<file path="src/shared/cmb_consts.svh">
`ifndef CMB_CONSTS_SVH
`define CMB_CONSTS_SVH
// Byte offsets of the register page.
`define CMB_OFS_ERR_STATUS   8'h70
`define CMB_OFS_ERR_IRQ_EN   8'h71
`define CMB_OFS_TX_ERR_CNT   8'h72
`define CMB_OFS_RX_ERR_CNT   8'h73
`define CMB_OFS_TIMING_A     8'h74
`define CMB_OFS_TIMING_B     8'h75
`define CMB_OFS_FMODE_A      8'h78
`define CMB_OFS_FMODE_B      8'h79
`define CMB_OFS_FCFG_0       8'h7A
`define CMB_OFS_FCFG_1       8'h7B
`define CMB_OFS_FCFG_2       8'h7C
`define CMB_OFS_STAMP_LO     8'h7E
`define CMB_OFS_STAMP_HI     8'h7F
`define CMB_OFS_MBOX_CS      8'h60
`define CMB_OFS_GTX_STATUS   8'h61
// Field positions in the mailbox control/status byte.
`define CMB_BIT_TX_REQUEST_BIT         0
`define CMB_BIT_ABORT_REQUEST_BIT         1
`define CMB_BIT_DONE         2
`define CMB_BIT_OK           3
`define CMB_BIT_ARBITRATION_LOST_FLAG         4
`define CMB_BIT_TX_FAIL_ERROR_FLAG         5
// Field positions in the global transmit status byte.
`define CMB_GBIT_DONE        0
`define CMB_GBIT_OK          1
`define CMB_GBIT_EMPTY       2
// Reset values.
`define CMB_RST_TIMING_B     8'h23
`define CMB_RST_ZERO         8'h00
// Writable masks.
`define CMB_MASK_ERR_STATUS  8'h70
`define CMB_MASK_TIMING_B    8'h7F
`define CMB_MASK_FMODE_B     8'h0F
`endif

</file>
<file path="src/shared/cmb_pkg.sv">
package cmb_pkg;
    // Register bus request from software.
    typedef struct packed {
        logic [7:0] addr;
        logic [7:0] wdata;
        logic       wr;
        logic       rd;
    } cmb_bus_req_type;
    // Outcome of one transmission attempt, a one-cycle report from the engine.
    typedef struct packed {
        logic done;
        logic ok;
        logic arb_lost;
        logic error;
        logic aborted;
    } cmb_attempt_type;
    // Error state supplied by the protocol engine.
    typedef struct packed {
        logic [2:0] last_error_code;
        logic       bus_off_flag;
        logic       error_passive_flag;
        logic       error_warning_flag;
    } cmb_err_state_type;
    typedef enum logic [1:0] {
        CMB_EMPTY   = 2'b00,
        CMB_PENDING = 2'b01,
        CMB_ABORTNG = 2'b10
    } cmb_mbox_state_type;
endpackage

</file>
<file path="src/design/cmb_tx_mailbox.sv">
// Chosen here: the strobed register port.
`timescale 1ns/1ns
`include "cmb_consts.svh"
// Overview of operation
// - Mailbox status bits 7:6 always read zero.
// - Error flag updated after each attempt.
// - Arbitration-lost flag updated after each attempt.
// - Success flag updated, mirrored in global status.
// - Done flag set when request carried out.
// - Write-one clears done; new request clears.
// - Done flag equals global per-mailbox done bit.
// - Clearing done clears all attempt status.
// - Abort bit set by software, cleared empty unless written as it empties.
// - Abort ignored while nothing pending.
// - Transmit bit set by software, cleared empty.
// - Receive mailbox shows match index instead.
// - Sixteen-bit stamp in two read-only bytes.
// - Two eight-bit error counters, reset zero.
// - First timing: jump width, baud prescaler.
// - Second timing: segments, reset 010/0011.
// - Six filter mode pairs in two registers.
// - Six filter configs, two per register.
// - Mailbox writable only while empty.
module cmb_tx_mailbox
    import cmb_pkg::*;
#(
    parameter bit IS_RX_MAILBOX = 1'b0
)
(
    input  wire logic              core_clk,        // System clock, 100 MHz.
    input  wire logic              arst_n,          // Asynchronous reset, active low.
    input  wire cmb_bus_req_type   bus_req,         // Register strobes, address and write data.
    output logic [7:0]             bus_rdata,       // Read data, valid the cycle after a read.
    output logic                   mbox_write_en,   // Mailbox payload may be written.
    output logic                   tx_pending,      // Transmission requested to the engine.
    output logic                   abort_pending,   // Abort requested to the engine.
    input  wire cmb_attempt_type   attempt,         // Attempt report from the protocol engine.
    input  wire cmb_err_state_type err_state,       // Error state from the protocol engine.
    input  wire logic              err_state_valid, // Load error state this cycle.
    input  wire logic [7:0]        tx_err_count,    // Transmit error counter of the engine.
    input  wire logic [7:0]        rx_err_count,    // Receive error counter of the engine.
    input  wire logic [15:0]       stamp_value,     // Time stamp captured on the frame.
    input  wire logic              stamp_valid,     // Load the time stamp this cycle.
    input  wire logic [7:0]        match_index,     // Filter match index for receive use.
    output logic [7:0]             timing_a,        // First bit timing byte.
    output logic [7:0]             timing_b,        // Second bit timing byte.
    output logic [11:0]            filter_mode,     // Upper/lower mode bits, two per filter.
    output logic [23:0]            filter_cfg       // Four config bits per filter.
);

    cmb_mbox_state_type state_q;
    logic       tx_request_bit_q;
    logic       abort_request_bit_q;
    logic       done_q;
    logic       ok_q;
    logic       arbitration_lost_flag_q;
    logic       tx_fail_error_flag_q;
    logic [7:0] err_status_q;
    logic [7:0] irq_en_q;
    logic [7:0] tec_q;
    logic [7:0] rec_q;
    logic [7:0] timing_a_q;
    logic [7:0] timing_b_q;
    logic [7:0] fmode_a_q;
    logic [7:0] fmode_b_q;
    logic [7:0] fcfg_q [0:2];
    logic [15:0] stamp_q;
    logic [7:0] rdata_q;
    logic [7:0] rdata_d;
    logic [7:0] mbox_cs;
    logic [7:0] gtx_status;

    logic wr_cs;
    logic wr_new_tx;
    logic wr_abort;
    logic wr_clear;
    logic is_empty;

    // Software reaches the control byte only in a transmit mailbox.
    assign wr_cs     = bus_req.wr && (bus_req.addr == `CMB_OFS_MBOX_CS) && !IS_RX_MAILBOX;
    assign is_empty  = (state_q == CMB_EMPTY);
    // A new request is accepted only from an empty mailbox; a second write is harmless.
    assign wr_new_tx = wr_cs && bus_req.wdata[`CMB_BIT_TX_REQUEST_BIT] && is_empty;
    assign wr_abort  = wr_cs && bus_req.wdata[`CMB_BIT_ABORT_REQUEST_BIT] && (state_q == CMB_PENDING);
    assign wr_clear  = wr_cs && bus_req.wdata[`CMB_BIT_DONE];

    // Mailbox life cycle: empty, pending, and pending with an abort in flight.
    always_ff @(posedge core_clk or negedge arst_n)
    begin
        if (!arst_n)
        begin
            state_q <= CMB_EMPTY;
        end
        else
        begin
            case (state_q)
                CMB_EMPTY:
                begin
                    if (wr_new_tx)
                    begin
                        state_q <= CMB_PENDING;
                    end
                end
                CMB_PENDING:
                begin
                    if (attempt.done && (attempt.ok || attempt.aborted))
                    begin
                        state_q <= CMB_EMPTY;
                    end
                    else if (wr_abort)
                    begin
                        state_q <= CMB_ABORTNG;
                    end
                end
                CMB_ABORTNG:
                begin
                    // A failed attempt after the abort request also ends the job.
                    if (attempt.done)
                    begin
                        state_q <= CMB_EMPTY;
                    end
                end
                default:
                begin
                    state_q <= CMB_EMPTY;
                end
            endcase
        end
    end

    // Request bits follow the state; both drop when the mailbox empties, except an abort written in that same cycle, which stays set.
    always_ff @(posedge core_clk or negedge arst_n)
    begin
        if (!arst_n)
        begin
            tx_request_bit_q <= 1'b0;
            abort_request_bit_q <= 1'b0;
        end
        else
        begin
            if (wr_new_tx)
            begin
                tx_request_bit_q <= 1'b1;
            end
            else if (!is_empty && attempt.done && (attempt.ok || attempt.aborted || state_q == CMB_ABORTNG))
            begin
                tx_request_bit_q <= 1'b0;
            end
            if (wr_abort)
            begin
                abort_request_bit_q <= 1'b1;
            end
            else if (!is_empty && attempt.done && (attempt.ok || attempt.aborted || state_q == CMB_ABORTNG))
            begin
                abort_request_bit_q <= 1'b0;
            end
        end
    end

    // Attempt status. An attempt report wins over a software clear in the same cycle.
    always_ff @(posedge core_clk or negedge arst_n)
    begin
        if (!arst_n)
        begin
            done_q <= 1'b0;
            ok_q   <= 1'b0;
            arbitration_lost_flag_q <= 1'b0;
            tx_fail_error_flag_q <= 1'b0;
        end
        else if (attempt.done && !is_empty)
        begin
            ok_q   <= attempt.ok && !attempt.aborted;
            arbitration_lost_flag_q <= attempt.arb_lost && !attempt.ok;
            tx_fail_error_flag_q <= attempt.error && !attempt.ok;
            if (attempt.ok || attempt.aborted || state_q == CMB_ABORTNG)
            begin
                done_q <= 1'b1;
            end
        end
        else if (wr_clear || wr_new_tx)
        begin
            done_q <= 1'b0;
            ok_q   <= 1'b0;
            arbitration_lost_flag_q <= 1'b0;
            tx_fail_error_flag_q <= 1'b0;
        end
    end

    // Error status and counters are loaded from the protocol engine.
    always_ff @(posedge core_clk or negedge arst_n)
    begin
        if (!arst_n)
        begin
            err_status_q <= `CMB_RST_ZERO;
            tec_q        <= `CMB_RST_ZERO;
            rec_q        <= `CMB_RST_ZERO;
        end
        else
        begin
            tec_q <= tx_err_count;
            rec_q <= rx_err_count;
            if (err_state_valid)
            begin
                err_status_q <= {1'b0, err_state.last_error_code, 1'b0, err_state.bus_off_flag,
                                 err_state.error_passive_flag, err_state.error_warning_flag};
            end
            else if (bus_req.wr && bus_req.addr == `CMB_OFS_ERR_STATUS)
            begin
                // Software may only rewrite the error code field.
                err_status_q <= (err_status_q & ~`CMB_MASK_ERR_STATUS) | (bus_req.wdata & `CMB_MASK_ERR_STATUS);
            end
        end
    end

    // The stamp has no reset; its contents are undefined until the first frame.
    always_ff @(posedge core_clk)
    begin
        if (stamp_valid)
        begin
            stamp_q <= stamp_value;
        end
    end

    // Configuration registers written by software.
    always_ff @(posedge core_clk or negedge arst_n)
    begin
        if (!arst_n)
        begin
            irq_en_q   <= `CMB_RST_ZERO;
            timing_a_q <= `CMB_RST_ZERO;
            timing_b_q <= `CMB_RST_TIMING_B;
            fmode_a_q  <= `CMB_RST_ZERO;
            fmode_b_q  <= `CMB_RST_ZERO;
            fcfg_q[0]  <= `CMB_RST_ZERO;
            fcfg_q[1]  <= `CMB_RST_ZERO;
            fcfg_q[2]  <= `CMB_RST_ZERO;
        end
        else if (bus_req.wr)
        begin
            case (bus_req.addr)
                `CMB_OFS_ERR_IRQ_EN: irq_en_q   <= bus_req.wdata;
                `CMB_OFS_TIMING_A:   timing_a_q <= bus_req.wdata;
                `CMB_OFS_TIMING_B:   timing_b_q <= bus_req.wdata & `CMB_MASK_TIMING_B;
                `CMB_OFS_FMODE_A:    fmode_a_q  <= bus_req.wdata;
                `CMB_OFS_FMODE_B:    fmode_b_q  <= bus_req.wdata & `CMB_MASK_FMODE_B;
                `CMB_OFS_FCFG_0:     fcfg_q[0]  <= bus_req.wdata;
                `CMB_OFS_FCFG_1:     fcfg_q[1]  <= bus_req.wdata;
                `CMB_OFS_FCFG_2:     fcfg_q[2]  <= bus_req.wdata;
                default:
                begin
                end
            endcase
        end
    end

    // Both views read the same flops, so the mailbox byte and global status cannot disagree.
    assign mbox_cs    = {2'b00, tx_fail_error_flag_q, arbitration_lost_flag_q, ok_q, done_q, abort_request_bit_q, tx_request_bit_q};
    assign gtx_status = {5'b00000, is_empty, ok_q, done_q};

    // Read multiplexer; unmapped addresses read zero.
    always_comb
    begin
        rdata_d = 8'h00;
        case (bus_req.addr)
            `CMB_OFS_MBOX_CS:    rdata_d = IS_RX_MAILBOX ? match_index : mbox_cs;
            `CMB_OFS_GTX_STATUS: rdata_d = gtx_status;
            `CMB_OFS_ERR_STATUS: rdata_d = err_status_q;
            `CMB_OFS_ERR_IRQ_EN: rdata_d = irq_en_q;
            `CMB_OFS_TX_ERR_CNT: rdata_d = tec_q;
            `CMB_OFS_RX_ERR_CNT: rdata_d = rec_q;
            `CMB_OFS_TIMING_A:   rdata_d = timing_a_q;
            `CMB_OFS_TIMING_B:   rdata_d = timing_b_q;
            `CMB_OFS_FMODE_A:    rdata_d = fmode_a_q;
            `CMB_OFS_FMODE_B:    rdata_d = fmode_b_q;
            `CMB_OFS_FCFG_0:     rdata_d = fcfg_q[0];
            `CMB_OFS_FCFG_1:     rdata_d = fcfg_q[1];
            `CMB_OFS_FCFG_2:     rdata_d = fcfg_q[2];
            `CMB_OFS_STAMP_LO:   rdata_d = stamp_q[7:0];
            `CMB_OFS_STAMP_HI:   rdata_d = stamp_q[15:8];
            default:             rdata_d = 8'h00;
        endcase
    end

    // Read data stands only in the cycle after the strobe.
    always_ff @(posedge core_clk or negedge arst_n)
    begin
        if (!arst_n)
        begin
            rdata_q <= 8'h00;
        end
        else
        begin
            rdata_q <= bus_req.rd ? rdata_d : 8'h00;
        end
    end

    // Registered outputs toward the engine and the payload store.
    always_ff @(posedge core_clk or negedge arst_n)
    begin
        if (!arst_n)
        begin
            mbox_write_en <= 1'b0;
            tx_pending    <= 1'b0;
            abort_pending <= 1'b0;
        end
        else
        begin
            mbox_write_en <= !IS_RX_MAILBOX && is_empty && !wr_new_tx;
            tx_pending    <= tx_request_bit_q;
            abort_pending <= abort_request_bit_q;
        end
    end

    assign bus_rdata   = rdata_q;
    assign timing_a    = timing_a_q;
    assign timing_b    = timing_b_q;
    assign filter_mode = {fmode_b_q[3:0], fmode_a_q};
    assign filter_cfg  = {fcfg_q[2], fcfg_q[1], fcfg_q[0]};

endmodule

</file>
<file path="config.mk">
export PLATFORM = sky130hd
export DESIGN_NAME = cmb_tx_mailbox
export DESIGN_NICKNAME = d
export VERILOG_FILES = /design/src/shared/cmb_pkg.sv /design/src/design/cmb_tx_mailbox.sv
export VERILOG_INCLUDE_DIRS = /design/src /design/src/shared
export SDC_FILE = /design/constraint.sdc
export NUM_CORES = 1
export LEC_CHECK = 0
export BUFFER_PORTS_ARGS = -buffer_cell sky130_fd_sc_hd__buf_2
export CELL_PAD_IN_SITES_DETAIL_PLACEMENT = 0
export CELL_PAD_IN_SITES_GLOBAL_PLACEMENT = 1
export CORE_ASPECT_RATIO = 0.75
export CORE_MARGIN = 2
export CORE_UTILIZATION = 30
export DETAILED_ROUTE_END_ITERATION = 6
export GPL_TIMING_DRIVEN = 0
export PLACE_DENSITY_LB_ADDON = 0.1
export SLEW_MARGIN = 20
export SYNTH_ARGS = -nofsm -noshare
export SYNTH_HDL_FRONTEND = slang
export SYNTH_SLANG_ARGS = --single-unit
</file>
<file path="constraint.sdc">
create_clock -name core_clk -period 1.56 [get_ports core_clk]
set_input_delay 0.312 -clock core_clk [delete_from_list [all_inputs] [get_ports core_clk]]
set_output_delay 0.312 -clock core_clk [all_outputs]
set_load 0.05 [all_outputs]
</file>
==> flow_metrics.tcl <==
set metrics [dict create \
    clk_pin_slew_ns 0.06 \
    grt_first_pass_wirelength_um 28250 \
    ys_warn_count 0 \
    tightest_slew_ns 0.6191 \
    initialDrtViolationCount 290 \
    postRouteAntennaNets 0 \
    async_flop_share 0.8621 \
    via_per_inst 5.103 \
    synth_area_per_cell_um2 12.97 \
    htreeDepth 4 \
    overflow 0 \
    routabilityCongestion 0.8428 \
    crit_type "flop to flop" \
    worst_setup_path_start_kind "flop" \
    hold_class "input pin to flop" \
    hpwl_um 13320 \
    synth_edf_count 16 \
    post-route-min-period_ns 1.549 \
    outcome "completed" \
    wl_per_cell_um 22.66 \
    crit_path_cell_trace "mux4_2 -> nor2b_4 -> o31ai_2 -> a21oi_2" \
    fin_area_um2 7325 \
    syn_to_final_growth_pct 35.45 \
    cts_sinks 116 \
    clock.fmax_mhz 645.5 \
    portBuffers 122 \
    synth_cells 417 \
    grt_max_degree 60 \
    yosys_register_bits 116 \
    reg2reg_slack_ns 0.01 \
    syn-num-nets 490 \
    clkLatencyLatePin_ns 0.42 \
    die_h_um 120.3 \
    ys_seq_area_frac 0.5523 \
    antenna_cells 0 \
    nets 653 \
    placed_area_um2 6442 \
    final_layout_size_suffix_gt1_frac 0.4857 \
    fin_hold_ws_ns 0.06472 \
    drv_slew 0 \
    cts_tree "yes" \
    first_pass_iters 4 \
    drv_cap 0 \
    power.density_nw_per_um2 1127 \
    rsz0062_at_grt "true" \
    netlist_area_um2 5408 \
    cp.arrival_ns 1.81 \
    max_stage_delay_ns 0.49 \
    drc 0 \
    irDropWorstVdd_uv 487.5 \
    track_usage 0.2038 \
    wl_um 18920 \
    ios 136 \
    grt_pass1_vias 4371 \
    initial_core_util 0.3063 \
    synthFlopType "dfrtp_1" \
    synthDistinctLibCells 65 \
    worstSetupEndpointType "flop" \
    setup_violations 0 \
    power_uw 8258 \
    required_ns 1.82 \
    root_buffer "clkbuf_16" \
    worstPathMaxFanout 3 \
    coreArea_um2 17660 \
    post-route-period-util 0.9931 \
    cpMaxStageDelayCell "mux4_2" \
    utilization 0.4148 \
    dieArea_um2 19130 \
    clockBufferDepth 2 \
    cts_inserted_buffers 17 \
    p_leak_uw 0.003457 \
    final_hold_viol_count 0 \
    finalClockSkew_ns 0.006798 \
    core.rowCount 42 \
    vias 4261 \
    setup_tns_ns 0 \
    maxSlewHeadroom 0.5873 \
    antenna_found_initial 0 \
    die_w_um 159.0 \
]
-- per-stage QoR --
stage / instances / setup slack (ns)
finish: 835 / 0.01079
global route: 835 / -0.04241
CTS: 833 / 0.002939
detailed placement: 782 / -0.6769
global placement: 781 / -1.226
floorplan: 417 / -0.07418
-- worst paths after layout --
kind	from	end	cells past startpoint
worst max-delay path	filter_cfg[0]	bus_rdata[0]	4
worst min-delay path	stamp_value[14]	stamp_q[14]	1
worst max register to register	filter_cfg[0]	bus_rdata[0]	4
worst min register to register	tx_request_bit_q	tx_pending	0
max in group asynchronous	arst_n	timing_b[5]	3
min in group asynchronous	arst_n	filter_cfg[3]	2
-- placed cells by master (no fill, tap or decap), types with 3 or more instances in the layout --
| cell type | instances |
|---|---|
| a31oi_1 | 11 |
| nand2_1 | 18 |
| mux2_4 | 20 |
| buf_4 | 10 |
| a21o_1 | 3 |
| a21oi_1 | 17 |
| clkinvlp_4 | 5 |
| buf_2 | 122 |
| edfxtp_1 | 16 |
| mux2_2 | 53 |
| clkinv_2 | 5 |
| mux2i_1 | 16 |
| dlygate4sd3_1 | 17 |
| a22o_1 | 6 |
| dfrtp_1 | 96 |
| nor3_4 | 3 |
| nor3b_1 | 4 |
| dfstp_2 | 3 |
| nand3b_1 | 5 |
| clkbuf_16 | 17 |
| clkbuf_4 | 5 |
| bufinv_16 | 3 |
| nand3_1 | 15 |
| buf_6 | 10 |
| a22oi_1 | 6 |
| nor2_1 | 9 |
| o21ai_0 | 10 |
| o211ai_1 | 4 |
| and3b_1 | 4 |
| nand4_1 | 3 |
| clkbuf_1 | 4 |
-- where the power goes --
| group | total, µW | leakage, µW | switching [µW] | internal [µW] |
|---|---|---|---|---|
| clock network | 3930 | 0.000278 | 1440 | 2490 |
| logic | 1000 | 0.00170 | 651 | 350 |
| registers | 3320 | 0.00148 | 97.7 | 3230 |
| total | 8260 | 0.00346 | 2190 | 6070 |
-- worst max-delay path: cells and delay by family (launching register included) --
family             cells  cell delay [ns]
AOI/OAI and AO/OA      2             0.34
and+or+nand+nor        1             0.15
DFF                    1             0.41
muxes                  1             0.49
-- cells in the mapped netlist, drive strengths merged (3+ instances only) --
master	number	area (µm²)
a21o	3	22.52
edfxtp	16	480.5
o21ai	12	60.06
nand4	3	18.77
nand3	16	85.08
dfrtp	97	2427
a31oi	11	68.82
nand3b	5	37.54
nor3	7	72.57
or2	3	18.78
nor2	13	53.80
buf	23	170.2
dfstp	3	78.83
o211ai	4	30.03
nor3b	5	42.54
nand2	22	92.59
a21oi	18	90.09
and3b	4	35.03
mux2i	16	160.2
nor2b	4	25.02
a22oi	6	45.04
a22o	6	52.55
mux2	73	852.1
inv	4	15.02
and3	3	18.77
clkbuf	4	15.01
-- timing repair --
action | 4_1_cts | 5_1_grt
pin swaps | 2 | 3
setup buffers | 4 | 0
hold buffers | 15 | 2
cloned | 0 | 0
resized for setup | 12 | 15
hold endpoints to repair | 55 | 2
endpoints found under the setup margin | 60 | 14
-- layer usage --
metal | part of all wire | track usage | vias up
met3 | 0.065 | 0.05180 | 19
met5 | 0 | 0 | -
li1 | - | - | 1889
met4 | 0.017 | 0.06193 | 0
met2 | 0.44 | 0.2976 | 184
met1 | 0.48 | 0.2968 | 2169
-- area by class of cell --
cell class / count / area (µm²)
fillers: 1720 / 10330
clock inverters: 14 / 161.4
plain buffers: 27 / 226.5
flip-flops and latches: 116 / 2988
repair buffers: 144 / 852.1
multi-input cells: 270 / 2350
clock buffers: 18 / 429.2
inverters: 4 / 15.01
well taps: 242 / 302.8
-- logic make-up (layout without fill, tap and decap cells) --
group / after synthesis / after routing / share of synthesized area
multiplexers: 90 / 90 / 0.1913
AO/OA/AOI/OAI: 83 / 83 / 0.1046
AND/OR/NAND/NOR: 96 / 96 / 0.1141
buffers and inverters: 31 / 207 / 0.03702
other: 1 / 1 / 0.0006935
flip-flops: 116 / 116 / 0.5523
-- state kept, by name, summed over array words and instances, names as in the netlist, 7 cells and up --
register and cells:
filter_cfg 24, irq_en_q 8, bus_rdata 8, timing_a 8, timing_b 7, fmode_a_q 8, tec_q 8, stamp_q 16
rec_q 8
(Power assumes the default switching activity.)
